### config.mk
export PLATFORM = sky130hd
export DESIGN_NAME = floppy_status_rate_regs
export DESIGN_NICKNAME = d
export VERILOG_FILES = /design/src/hdl/fdc_regs_pkg.sv /design/src/hdl/floppy_status_rate_regs.sv /design/src/hdl/rate_decode.sv
export SDC_FILE = /design/constraint.sdc
export NUM_CORES = 1
export LEC_CHECK = 0
export BUFFER_PORTS_ARGS = -buffer_cell sky130_fd_sc_hd__buf_2
export CAP_MARGIN = 20
export CORE_UTILIZATION = 55
export CTS_CLUSTER_DIAMETER = 40
export DETAILED_ROUTE_END_ITERATION = 6
export PLACE_DENSITY = 0.86
export SLEW_MARGIN = 30
export SYNTH_ARGS = -nofsm -noshare
export SYNTH_HDL_FRONTEND = slang
export SYNTH_SLANG_ARGS = --single-unit
### constraint.sdc
create_clock -name clock_in -period 4.1 [get_ports clock_in]
set_input_delay 0.205 -clock clock_in [delete_from_list [all_inputs] [get_ports clock_in]]
set_output_delay 0.205 -clock clock_in [all_outputs]
set_load 0.03 [all_outputs]
### src/hdl/fdc_regs_pkg.sv
// shared constants and types for the floppy status and rate registers
package fdc_regs_pkg;
  // ---------------------------------------------------------------
  // register word indices (byte address = index * 4)
  // ---------------------------------------------------------------
  localparam logic [3:0] IDX_OUTPUT_CTRL = 4'h2;
  localparam logic [3:0] IDX_TAPE_ASSIGN = 4'h3;
  localparam logic [3:0] IDX_STATUS_RATE = 4'h4;
  localparam logic [3:0] IDX_CONFIG_CTRL = 4'h7;
  localparam logic [3:0] IDX_DRIVE_TYPE = 4'h8;
  localparam logic [3:0] IDX_BOOT_DRIVE = 4'h9;
  localparam logic [3:0] IDX_OPTIONS = 4'hA;
  localparam logic [3:0] IDX_PRECOMP_TRACK = 4'hB;
  localparam logic [3:0] IDX_BLOCK_STATE = 4'hC;
  // ---------------------------------------------------------------
  // field positions and reset values
  // ---------------------------------------------------------------
  localparam int RATE_SEL_SWRST_BIT = 7;
  localparam int RATE_SEL_LOWPWR_BIT = 6;
  localparam int OUT_CTRL_NRESET_BIT = 2;
  localparam int OUT_CTRL_DMAEN_BIT = 3;
  localparam int OPT_ENHANCED_BIT = 0;
  localparam int OPT_IDENT_BIT = 1;
  localparam logic [7:0] RATE_SEL_RESET = 8'h02;
  localparam logic [7:0] OUT_CTRL_RESET = 8'h00;
  localparam logic [1:0] RATE_RESET = 2'h2;
  localparam logic [7:0] PRECOMP_TRACK_RESET = 8'h00;
  localparam logic [3:0] OPTIONS_RESET = 4'h2;
  localparam logic [2:0] PRECOMP_DEFAULT = 3'h0;
  localparam logic [2:0] PRECOMP_NONE = 3'h7;
  localparam logic [2:0] PRECOMP_STEPS_1M = 3'h1;
  localparam logic [2:0] PRECOMP_STEPS_OTHER = 3'h3;
  localparam logic [11:0] KBPS_250 = 12'h0FA;
  localparam logic [11:0] KBPS_300 = 12'h12C;
  localparam logic [11:0] KBPS_500 = 12'h1F4;
  localparam logic [11:0] KBPS_1000 = 12'h3E8;
  localparam logic [11:0] KBPS_2000 = 12'h7D0;
  // ---------------------------------------------------------------
  // timing
  // ---------------------------------------------------------------
  localparam int CLK_PERIOD_NS = 25;
  localparam int SWRST_MIN_NS = 100;
  localparam int SWRST_CYCLES_INT =
    (SWRST_MIN_NS + CLK_PERIOD_NS - 1) / CLK_PERIOD_NS;
  localparam logic [2:0] SWRST_CYCLES = 3'(SWRST_CYCLES_INT);
  // ---------------------------------------------------------------
  // types
  // ---------------------------------------------------------------
  typedef enum logic [1:0] {
    DRT_STANDARD = 2'b00,
    DRT_THREE_MODE = 2'b01,
    DRT_TAPE_2M = 2'b10,
    DRT_SPARE = 2'b11
  } drive_rate_code_t;

  typedef struct packed {
    logic host_request_flag;
    logic transfer_direction_flag;
    logic polled_mode;
    logic exec_phase;
    logic command_busy;
    logic [3:0] drive_seek_flag;
  } engine_status_t;

  function automatic logic reg_hit(input logic [3:0] idx,
                                   input logic [3:0] want);
    reg_hit = (idx == want);
  endfunction : reg_hit
endpackage : fdc_regs_pkg

### src/hdl/floppy_status_rate_regs.sv
// floppy controller status, tape assignment and rate select registers
//
// Functional notes
// - tape register bits 7:6 ignore writes, read zero
// - bits 5:4 show selected drive's type
// - bits 3:2 mirror boot drive config
// - tape select bits stay read/write storage
// - status byte readable at offset 4 always
// - busy bits 3:0 mark seeking drives
// - bit 4 marks command in progress
// - bit 5 marks polled execution phase
// - bit 6 gives direction while request set
// - bit 7 permits host data transfer
// - writes at offset 4 hit rate select
// - latest rate or config write sets rate
// - hardware reset loads 02H, soft reset keeps
// - precomp field selects write data delay
// - precomp starts at programmable track, default 0
// - bit 6 enters low power until access
// - bit 7 pulses a self-clearing controller reset
// - rate codes decode per drive rate
// - density follows rate, polarity by option
// - output register bits 1:0 select drive
`timescale 1ns/100ps
module floppy_status_rate_regs
  import fdc_regs_pkg::*;
(
  input wire logic clock_in,                  // 40 MHz clock
  input wire logic rstn_in,                   // async reset, active low
  input wire logic [7:0] wb_adr_in,           // wishbone byte address
  input wire logic [31:0] wb_dat_in,          // wishbone write data
  input wire logic [3:0] wb_sel_in,           // wishbone byte lanes
  input wire logic wb_we_in,                  // wishbone write enable
  input wire logic wb_cyc_in,                 // wishbone cycle
  input wire logic wb_stb_in,                 // wishbone strobe
  output logic [31:0] wb_dat_out,             // wishbone read data
  output logic wb_ack_out,                    // wishbone acknowledge
  input wire engine_status_t engine_status_in,  // command engine state
  input wire logic data_reg_access_in,        // data register touched
  output logic ctrl_reset_out,                // controller soft reset
  output logic low_power_out,                 // manual low power
  output logic [1:0] rate_code_out,           // rate select pins
  output logic density_out,                   // density pin
  output logic [11:0] mfm_kbps_out,           // active mfm rate
  output logic [11:0] fm_kbps_out,            // active fm rate
  output logic [2:0] precomp_steps_out,       // write delay steps
  output logic [7:0] precomp_track_out,       // precomp start track
  output logic [1:0] drive_select_out,        // selected drive
  output logic [3:0] motor_enable_out,        // motor enables
  output logic dma_enable_out                 // dma logic enable
);
  // -----------------------------------------------------------------
  // bus decode
  // -----------------------------------------------------------------
  wire logic [3:0] idx = wb_adr_in[5:2];
  wire logic in_range = (wb_adr_in[7:6] == 2'h0);
  wire logic req = wb_cyc_in && wb_stb_in;
  // writes and read side effects act on the edge that sees ack
  wire logic fire = req && wb_ack_out;
  wire logic wr_lane = fire && wb_we_in && wb_sel_in[0] && in_range;
  wire logic rd_fire = fire && !wb_we_in && in_range;
  wire logic [7:0] wbyte = wb_dat_in[7:0];

  wire logic wr_out_ctrl = wr_lane && reg_hit(idx, IDX_OUTPUT_CTRL);
  wire logic wr_tape = wr_lane && reg_hit(idx, IDX_TAPE_ASSIGN);
  // offset 4 writes land in rate select
  wire logic wr_rate_sel = wr_lane && reg_hit(idx, IDX_STATUS_RATE);
  wire logic wr_cfg_ctrl = wr_lane && reg_hit(idx, IDX_CONFIG_CTRL);
  wire logic wr_dtype = wr_lane && reg_hit(idx, IDX_DRIVE_TYPE);
  wire logic wr_boot = wr_lane && reg_hit(idx, IDX_BOOT_DRIVE);
  wire logic wr_opts = wr_lane && reg_hit(idx, IDX_OPTIONS);
  wire logic wr_track = wr_lane && reg_hit(idx, IDX_PRECOMP_TRACK);
  wire logic rd_status = rd_fire && reg_hit(idx, IDX_STATUS_RATE);

  // -----------------------------------------------------------------
  // storage
  // -----------------------------------------------------------------
  logic [7:0] output_control_reg;
  logic [1:0] tape_sel;
  logic [7:0] rate_precomp_select;
  logic [1:0] active_rate;
  logic [7:0] drive_type_config;
  logic [7:0] boot_drive_config;
  logic [3:0] options;
  logic [7:0] precomp_track;
  logic [2:0] swrst_count;
  logic density_armed;

  wire logic swrst_active = (swrst_count != 3'h0);
  wire logic enhanced = options[OPT_ENHANCED_BIT];
  wire drive_rate_code_t drive_rate = drive_rate_code_t'(options[3:2]);

  always_ff @(posedge clock_in or negedge rstn_in)
  begin
    if (!rstn_in)
    begin
      output_control_reg <= OUT_CTRL_RESET;
      tape_sel <= 2'h0;
      drive_type_config <= 8'h00;
      boot_drive_config <= 8'h00;
      options <= OPTIONS_RESET;
      precomp_track <= PRECOMP_TRACK_RESET;
    end
    else
    begin
      if (wr_out_ctrl)
        output_control_reg <= wbyte;
      // tape select is plain storage in both layouts
      if (wr_tape)
        tape_sel <= wbyte[1:0];
      if (wr_dtype)
        drive_type_config <= wbyte;
      if (wr_boot)
        boot_drive_config <= wbyte;
      if (wr_opts)
        options <= wbyte[3:0];
      // start track defaults to 0, host may reprogram here
      if (wr_track)
        precomp_track <= wbyte;
    end
  end

  // -----------------------------------------------------------------
  // rate select and active rate
  // -----------------------------------------------------------------
  // soft reset does not touch these, only rstn_in does
  always_ff @(posedge clock_in or negedge rstn_in)
  begin
    if (!rstn_in)
    begin
      rate_precomp_select <= RATE_SEL_RESET;
      active_rate <= RATE_RESET;
    end
    else
    begin
      // bit 5 is stored as written; host keeps it zero
      if (wr_rate_sel)
        rate_precomp_select <= {2'h0, wbyte[5:0]};
      // whichever register was written last wins
      if (wr_rate_sel || wr_cfg_ctrl)
        active_rate <= wbyte[1:0];
    end
  end

  // -----------------------------------------------------------------
  // software reset and low power
  // -----------------------------------------------------------------
  // bit 7 starts a reset pulse that clears by itself
  // held for the same span a toggled output bit must give
  always_ff @(posedge clock_in or negedge rstn_in)
  begin
    if (!rstn_in)
      swrst_count <= 3'h0;
    else if (wr_rate_sel && wbyte[RATE_SEL_SWRST_BIT])
      swrst_count <= SWRST_CYCLES;
    else if (swrst_active)
      swrst_count <= swrst_count - 3'h1;
  end

  wire logic next_ctrl_reset =
    !output_control_reg[OUT_CTRL_NRESET_BIT] || swrst_active;
  // any soft reset, data access or status read wakes it
  wire logic lp_set = wr_rate_sel && wbyte[RATE_SEL_LOWPWR_BIT];
  wire logic lp_clear = ctrl_reset_out || data_reg_access_in || rd_status;

  always_ff @(posedge clock_in or negedge rstn_in)
  begin
    if (!rstn_in)
    begin
      low_power_out <= 1'b0;
      ctrl_reset_out <= 1'b0;
    end
    else
    begin
      ctrl_reset_out <= next_ctrl_reset;
      // a new request wins over a wake in the same cycle
      if (lp_set)
        low_power_out <= 1'b1;
      else if (lp_clear)
        low_power_out <= 1'b0;
    end
  end

  // -----------------------------------------------------------------
  // rate decode and pin outputs
  // -----------------------------------------------------------------
  logic [11:0] dec_kbps;
  logic dec_density;
  logic [2:0] dec_steps;

  rate_decode u_rate_decode (
    .rate_code_in(active_rate),
    .drive_rate_in(drive_rate),
    .write_delay_code_in(rate_precomp_select[4:2]),
    .ident_in(options[OPT_IDENT_BIT]),
    .mfm_kbps_out(dec_kbps),
    .density_level_out(dec_density),
    .precomp_steps_out(dec_steps)
  );

  // density stays high from hardware reset until a rate or option
  // write, since the reset rate alone would pull it low
  wire logic arm_density = wr_rate_sel || wr_cfg_ctrl || wr_opts;

  always_ff @(posedge clock_in or negedge rstn_in)
  begin
    if (!rstn_in)
    begin
      density_armed <= 1'b0;
      density_out <= 1'b1;
      mfm_kbps_out <= KBPS_250;
      fm_kbps_out <= 12'h000;
      precomp_steps_out <= PRECOMP_STEPS_OTHER;
      precomp_track_out <= PRECOMP_TRACK_RESET;
      rate_code_out <= RATE_RESET;
    end
    else
    begin
      if (arm_density)
        density_armed <= 1'b1;
      // soft resets have no effect on the pin
      density_out <= density_armed ? dec_density : 1'b1;
      // pins echo the code; fm runs at half the mfm rate
      rate_code_out <= active_rate;
      mfm_kbps_out <= dec_kbps;
      fm_kbps_out <= {1'b0, dec_kbps[11:1]};
      precomp_steps_out <= dec_steps;
      precomp_track_out <= precomp_track;
    end
  end

  // binary drive number in bits 1:0
  assign drive_select_out = output_control_reg[1:0];
  assign motor_enable_out = output_control_reg[7:4];
  assign dma_enable_out = output_control_reg[OUT_CTRL_DMAEN_BIT];

  // -----------------------------------------------------------------
  // read values
  // -----------------------------------------------------------------
  // drive n selects config bits 2n+1 and 2n
  wire logic [1:0] dtype_field =
    drive_type_config[{drive_select_out, 1'b0} +: 2];
  // boot drive field copies config bits 1:0
  wire logic [7:0] tape_value = enhanced ?
    {2'h0, dtype_field, boot_drive_config[1:0], tape_sel} :
    {6'h00, tape_sel};

  wire engine_status_t es = engine_status_in;
  wire logic [3:0] seek_bits = es.drive_seek_flag;
  // command busy from acceptance to end of results
  wire logic busy_bit = es.command_busy;
  // only in polled mode, only during execution
  wire logic non_dma_bit = es.polled_mode && es.exec_phase;
  // direction is meaningful only with a request
  wire logic dir_bit = es.host_request_flag && es.transfer_direction_flag;
  wire logic request_bit = es.host_request_flag;
  wire logic [7:0] status_value =
    {request_bit, dir_bit, non_dma_bit, busy_bit, seek_bits};

  wire logic [7:0] state_value =
    {swrst_active, low_power_out, density_out, 3'h0, active_rate};

  // status byte served at any time, after the one wait state
  wire logic [7:0] read_value =
    !in_range ? 8'h00 :
    reg_hit(idx, IDX_OUTPUT_CTRL) ? output_control_reg :
    reg_hit(idx, IDX_TAPE_ASSIGN) ? tape_value :
    reg_hit(idx, IDX_STATUS_RATE) ? status_value :
    reg_hit(idx, IDX_DRIVE_TYPE) ? drive_type_config :
    reg_hit(idx, IDX_BOOT_DRIVE) ? boot_drive_config :
    reg_hit(idx, IDX_OPTIONS) ? {4'h0, options} :
    reg_hit(idx, IDX_PRECOMP_TRACK) ? precomp_track :
    reg_hit(idx, IDX_BLOCK_STATE) ? state_value : 8'h00;

  // -----------------------------------------------------------------
  // bus answer
  // -----------------------------------------------------------------
  // one wait state; unmapped words ack and read zero
  always_ff @(posedge clock_in or negedge rstn_in)
  begin
    if (!rstn_in)
    begin
      wb_ack_out <= 1'b0;
      wb_dat_out <= 32'h0000_0000;
    end
    else
    begin
      wb_ack_out <= req && !wb_ack_out;
      if (req && !wb_ack_out)
        wb_dat_out <= {24'h00_0000, read_value};
    end
  end

  // -----------------------------------------------------------------
  // checks
  // -----------------------------------------------------------------
  wire logic ack_rd = wb_ack_out && req && !wb_we_in && in_range;

  chk_tape_top_zero: assert property (
    @(posedge clock_in) disable iff (!rstn_in)
    (ack_rd && idx == IDX_TAPE_ASSIGN) |-> (wb_dat_out[7:6] == 2'h0))
    else $error("tape register top bits not zero");

  chk_dtype_select: assert property (
    @(posedge clock_in) disable iff (!rstn_in)
    (ack_rd && idx == IDX_TAPE_ASSIGN && enhanced && $stable(enhanced))
    |-> (wb_dat_out[5:4] == $past(dtype_field)))
    else $error("drive type field mismatch");

  chk_status_read: assert property (
    @(posedge clock_in) disable iff (!rstn_in)
    (ack_rd && idx == IDX_STATUS_RATE)
    |-> (wb_dat_out[7:0] == $past(status_value)))
    else $error("status byte not returned");

  chk_dio_gated: assert property (
    @(posedge clock_in) disable iff (!rstn_in)
    (ack_rd && idx == IDX_STATUS_RATE && !$past(es.host_request_flag))
    |-> (wb_dat_out[7:6] == 2'h0))
    else $error("direction shown without request");

  chk_reset_values: assert property (
    @(posedge clock_in) disable iff (!rstn_in)
    (rstn_in && !$past(rstn_in)) |->
      (rate_precomp_select == RATE_SEL_RESET &&
      rate_code_out == RATE_RESET && density_out))
    else $error("hardware reset values wrong");

  chk_swrst_pulse: assert property (
    @(posedge clock_in) disable iff (!rstn_in)
    (wr_rate_sel && wbyte[RATE_SEL_SWRST_BIT]) |=> swrst_active[*4] ##1
      (!swrst_active || $past(wr_rate_sel)))
    else $error("soft reset pulse length wrong");

  chk_lowpwr_wake: assert property (
    @(posedge clock_in) disable iff (!rstn_in)
    ((data_reg_access_in || rd_status) && !lp_set) |=> !low_power_out)
    else $error("low power not left on access");

  chk_rate_latest: assert property (
    @(posedge clock_in) disable iff (!rstn_in)
    (wr_cfg_ctrl || wr_rate_sel) |-> ##2
      (rate_code_out == $past(wbyte[1:0], 2)))
    else $error("rate code not from latest write");
endmodule : floppy_status_rate_regs

### src/hdl/rate_decode.sv
// data rate, density and precompensation decode
`timescale 1ns/100ps
module rate_decode
  import fdc_regs_pkg::*;
(
  input wire logic [1:0] rate_code_in,         // active rate code
  input wire drive_rate_code_t drive_rate_in,  // drive rate setting
  input wire logic [2:0] write_delay_code_in,  // precomp field
  input wire logic ident_in,                   // density polarity option
  output logic [11:0] mfm_kbps_out,            // mfm rate in kbps
  output logic density_level_out,              // density pin level
  output logic [2:0] precomp_steps_out         // delay in 41.67 ns steps
);
  // -----------------------------------------------------------------
  // rate table
  // -----------------------------------------------------------------
  wire logic code01_500 = (drive_rate_in == DRT_THREE_MODE);
  wire logic code01_2m = (drive_rate_in == DRT_TAPE_2M);
  wire logic [11:0] code01_kbps =
    code01_2m ? KBPS_2000 : (code01_500 ? KBPS_500 : KBPS_300);
  // code to rate, drive rate alters code 01
  assign mfm_kbps_out =
    (rate_code_in == 2'h3) ? KBPS_1000 :
    (rate_code_in == 2'h0) ? KBPS_500 :
    (rate_code_in == 2'h1) ? code01_kbps : KBPS_250;

  // high-density codes are 11 and 00
  wire logic high_density = (rate_code_in == 2'h3) || (rate_code_in == 2'h0);
  assign density_level_out = ident_in ? high_density : !high_density;

  // code 000 picks the per-rate default, 111 disables
  wire logic [2:0] default_steps =
    (mfm_kbps_out == KBPS_1000) ? PRECOMP_STEPS_1M : PRECOMP_STEPS_OTHER;
  assign precomp_steps_out =
    (write_delay_code_in == PRECOMP_DEFAULT) ? default_steps :
    (write_delay_code_in == PRECOMP_NONE) ? 3'h0 : write_delay_code_in;
endmodule : rate_decode

==> impl_metrics.env <==
export IMPL_die_h_um=90.48
export IMPL_core_area_sq_um=7408
export IMPL_criticalPathCategory="flip-flop to flip-flop"
export IMPL_io_pins=139
export IMPL_holdWs_ns=0.1061
export IMPL_async_flop_share_pct=100.0
export IMPL_h_tree_depth=3
export IMPL_areaGrowthSynthToFinish_pct=11.28
export IMPL_synth_edf_count=0
export IMPL_fillCellCount=605
export IMPL_vias=3114
export IMPL_fin_nets=497
export IMPL_seq_area_frac_synth_pct=50.31
export IMPL_dp_cells=516
export IMPL_place_gp_congestion=0.8847
export IMPL_grt_use_total_pct=24.85
export IMPL_yosys_area_top_type="dfrtp_1"
export IMPL_fin_tns_setup_ns=0
export IMPL_p_leak_nw=2.337
export IMPL_reg2reg_depth=4
export IMPL_dp_final_hpwl_um=6627
export IMPL_remaining_drc_errors=0
export IMPL_ant_nets=0
export IMPL_grt_pass1_wl_um=15490
export IMPL_min_path_type="input pin to flip-flop"
export IMPL_drt_met1_wl_um=3921
export IMPL_layout_worst_path_cycle_share_pct=52.26
export IMPL_routed_wl_um=9766
export IMPL_cts_path_max_buffers=2
export IMPL_arrival_ns=2.43
export IMPL_post_route_min_period_ns=2.142
export IMPL_die_area_sq_um=8186
export IMPL_worst_ir_drop_vdd_mv=0.2145
export IMPL_wl_per_cell_um=18.32
export IMPL_slew_viol_final=0
export IMPL_worst_slew_pin_slew_ns=0.7443
export IMPL_path_max_fanout=12
export IMPL_startpoint="wb_ack_out"
export IMPL_r2r_start="wb_ack_out"
export IMPL_grt_pass1_vias=2985
export IMPL_dp_slack_ns=1.890
export IMPL_hold_viol=0
export IMPL_avgSynthCellArea_sq_um=11.89
export IMPL_routed_top_layer="met4"
export IMPL_start_kind="flip-flop"
export IMPL_fin_cells=533
export IMPL_port_buffers=81
export IMPL_insertion_delay_ns=0.36
export IMPL_numCtsBuffers=9
export IMPL_setup_ws_ns=1.958
export IMPL_initial_core_util_pct=58.12
export IMPL_worstReg2RegEnd="wb_dat_out[0]"
export IMPL_mappedNetlistArea_sq_um=4305
export IMPL_grt_setup_unrepaired="no"
export IMPL_firstDrtPassIters=5
export IMPL_num_rows=31
export IMPL_max_freq_ghz=0.4668
export IMPL_synth_common_cells="dfrtp_1, buf_4, mux2_2"
export IMPL_synth_area_top_cells="dfrtp_1, mux2_2, buf_4"
export IMPL_finalPower_mw=1.742
export IMPL_regArea_sq_um=2166
export IMPL_antenna_cells=0
export IMPL_routed_wl_met2_um=5027
export IMPL_status="finished clean"
export IMPL_synth_seq_cells=86
export IMPL_die_width_um=90.48
export IMPL_synth_distinct_cells=60
export IMPL_slew_headroom_pct=50.17
export IMPL_synth_ff_type="dfrtp_1"
export IMPL_cts_tree="done"
export IMPL_grt_max_degree=87
export IMPL_ys_warn_count=0
export IMPL_fin_area_sq_um=4791
export IMPL_post_cts_buffers=0
export IMPL_drt_iter0_drc=244
export IMPL_clock_sinks=86
export IMPL_final_core_util_pct=64.67
export IMPL_clock_skew_ns=0.01077
export IMPL_maxCapViolations=0
export IMPL_drive_gt1_share_pct=39.17
export IMPL_power_density_nw_per_um2=363.6
export IMPL_cp_endpoint="wb_dat_out[0]"
export IMPL_routed_via_density=5.842
export IMPL_multi_input_area_sq_um=1821
export IMPL_antenna_found_initial=0
export IMPL_crit_path_end_kind="flip-flop"
export IMPL_setup_viol=0
export IMPL_ff2ff_setup_slack_ns=1.96
export IMPL_synth_top_area_share_pct=43.59
export IMPL_crit_required_ns=4.38
export IMPL_clockRootBuffer="clkbuf_8"
export IMPL_overflow=0
export IMPL_wl_met3_um=659
export IMPL_synth_cells=362
export IMPL_yosysMostFrequentCell="dfrtp_1"
export IMPL_path_clk_slew_ns=0.09
export IMPL_placed_area_sq_um=4578
==> critical path, cell delays in order (launching register included) <==
cell and delay, ns:
dfrtp_1 0.38, nand3b_1 0.52, nand2b_1 0.46, or4_1 0.59
o211ai_1 0.11
==> power breakdown <==
part           internal (mW)  switching (mW)
registers              0.874          0.0162
logic                 0.0790           0.163
clock network          0.288           0.322
==> layout by cell type (no fill, tap or decap), types with 4 or more instances in the layout <==
cell	netlist	layout
nand3_1	4	4
mux2_2	42	42
a21oi_1	17	17
buf_2	9	80
dfstp_2	11	11
nand2_1	18	18
o21ai_0	5	5
o211ai_1	4	4
conb_1	1	28
nor2_1	11	11
dfrtp_1	75	75
clkbuf_8	0	9
a221oi_1	5	5
inv_1	12	12
nor2b_1	9	9
ha_1	9	9
nand2b_1	8	8
nand3b_1	6	6
a32oi_1	4	4
==> cell families after synthesis <==
| group | Yosys count | share of synthesized area [%] |
|---|---|---|
| adders and majority gates | 9 | 2.616 |
| AOI/OAI and AO/OA | 65 | 10.96 |
| xor gates and xnor gates | 2 | 0.4069 |
| and+or+nand+nor | 84 | 12.61 |
| muxes | 48 | 13.25 |
| DFF | 86 | 50.31 |
| other | 1 | 0.08710 |
| buffers and inverters | 67 | 9.764 |
==> what timing repair did <==
item / 4_1_cts / 5_1_grt
gates resized for setup: 0 / 0
endpoints found under the hold margin: 75 / 0
hold buffers: 1 / 0
==> worst min path at each step <==
| stage | startpoint | cells past startpoint | slack, ns | endpoint |
|---|---|---|---|---|
| floorplan | rstn_in | 0 | -0.09 | active_rate[0] |
| finish | wb_we_in | 3 | 0.11 | low_power_out |
| CTS | wb_we_in | 3 | 0.09 | low_power_out |
| global route | wb_we_in | 3 | 0.11 | low_power_out |
| detailed placement | rstn_in | 1 | 0.31 | rate_precomp_select[4] |
| global placement | precomp_track[6] | 0 | 0.38 | precomp_track_out[6] |
==> area by class of cell <==
| class | count | area share (%) |
|---|---|---|
| Sequential cell | 86 | 45.21 |
| Multi-Input combinational cell | 236 | 38.00 |
| Timing Repair Buffer | 83 | 8.958 |
| Clock buffer | 9 | 2.586 |
| Tap cell | 99 | 2.586 |
| Clock inverter | 7 | 1.645 |
| Inverter | 13 | 1.019 |
==> layer usage <==
layer | vias to the layer above | GRT usage (%)
met5 | - | 0
met4 | 0 | 9.812
met3 | 17 | 3.956
met2 | 151 | 41.54
met1 | 1573 | 32.38
li1 | 1373 | -
Note: power is estimated with default switching activity, not from simulation.
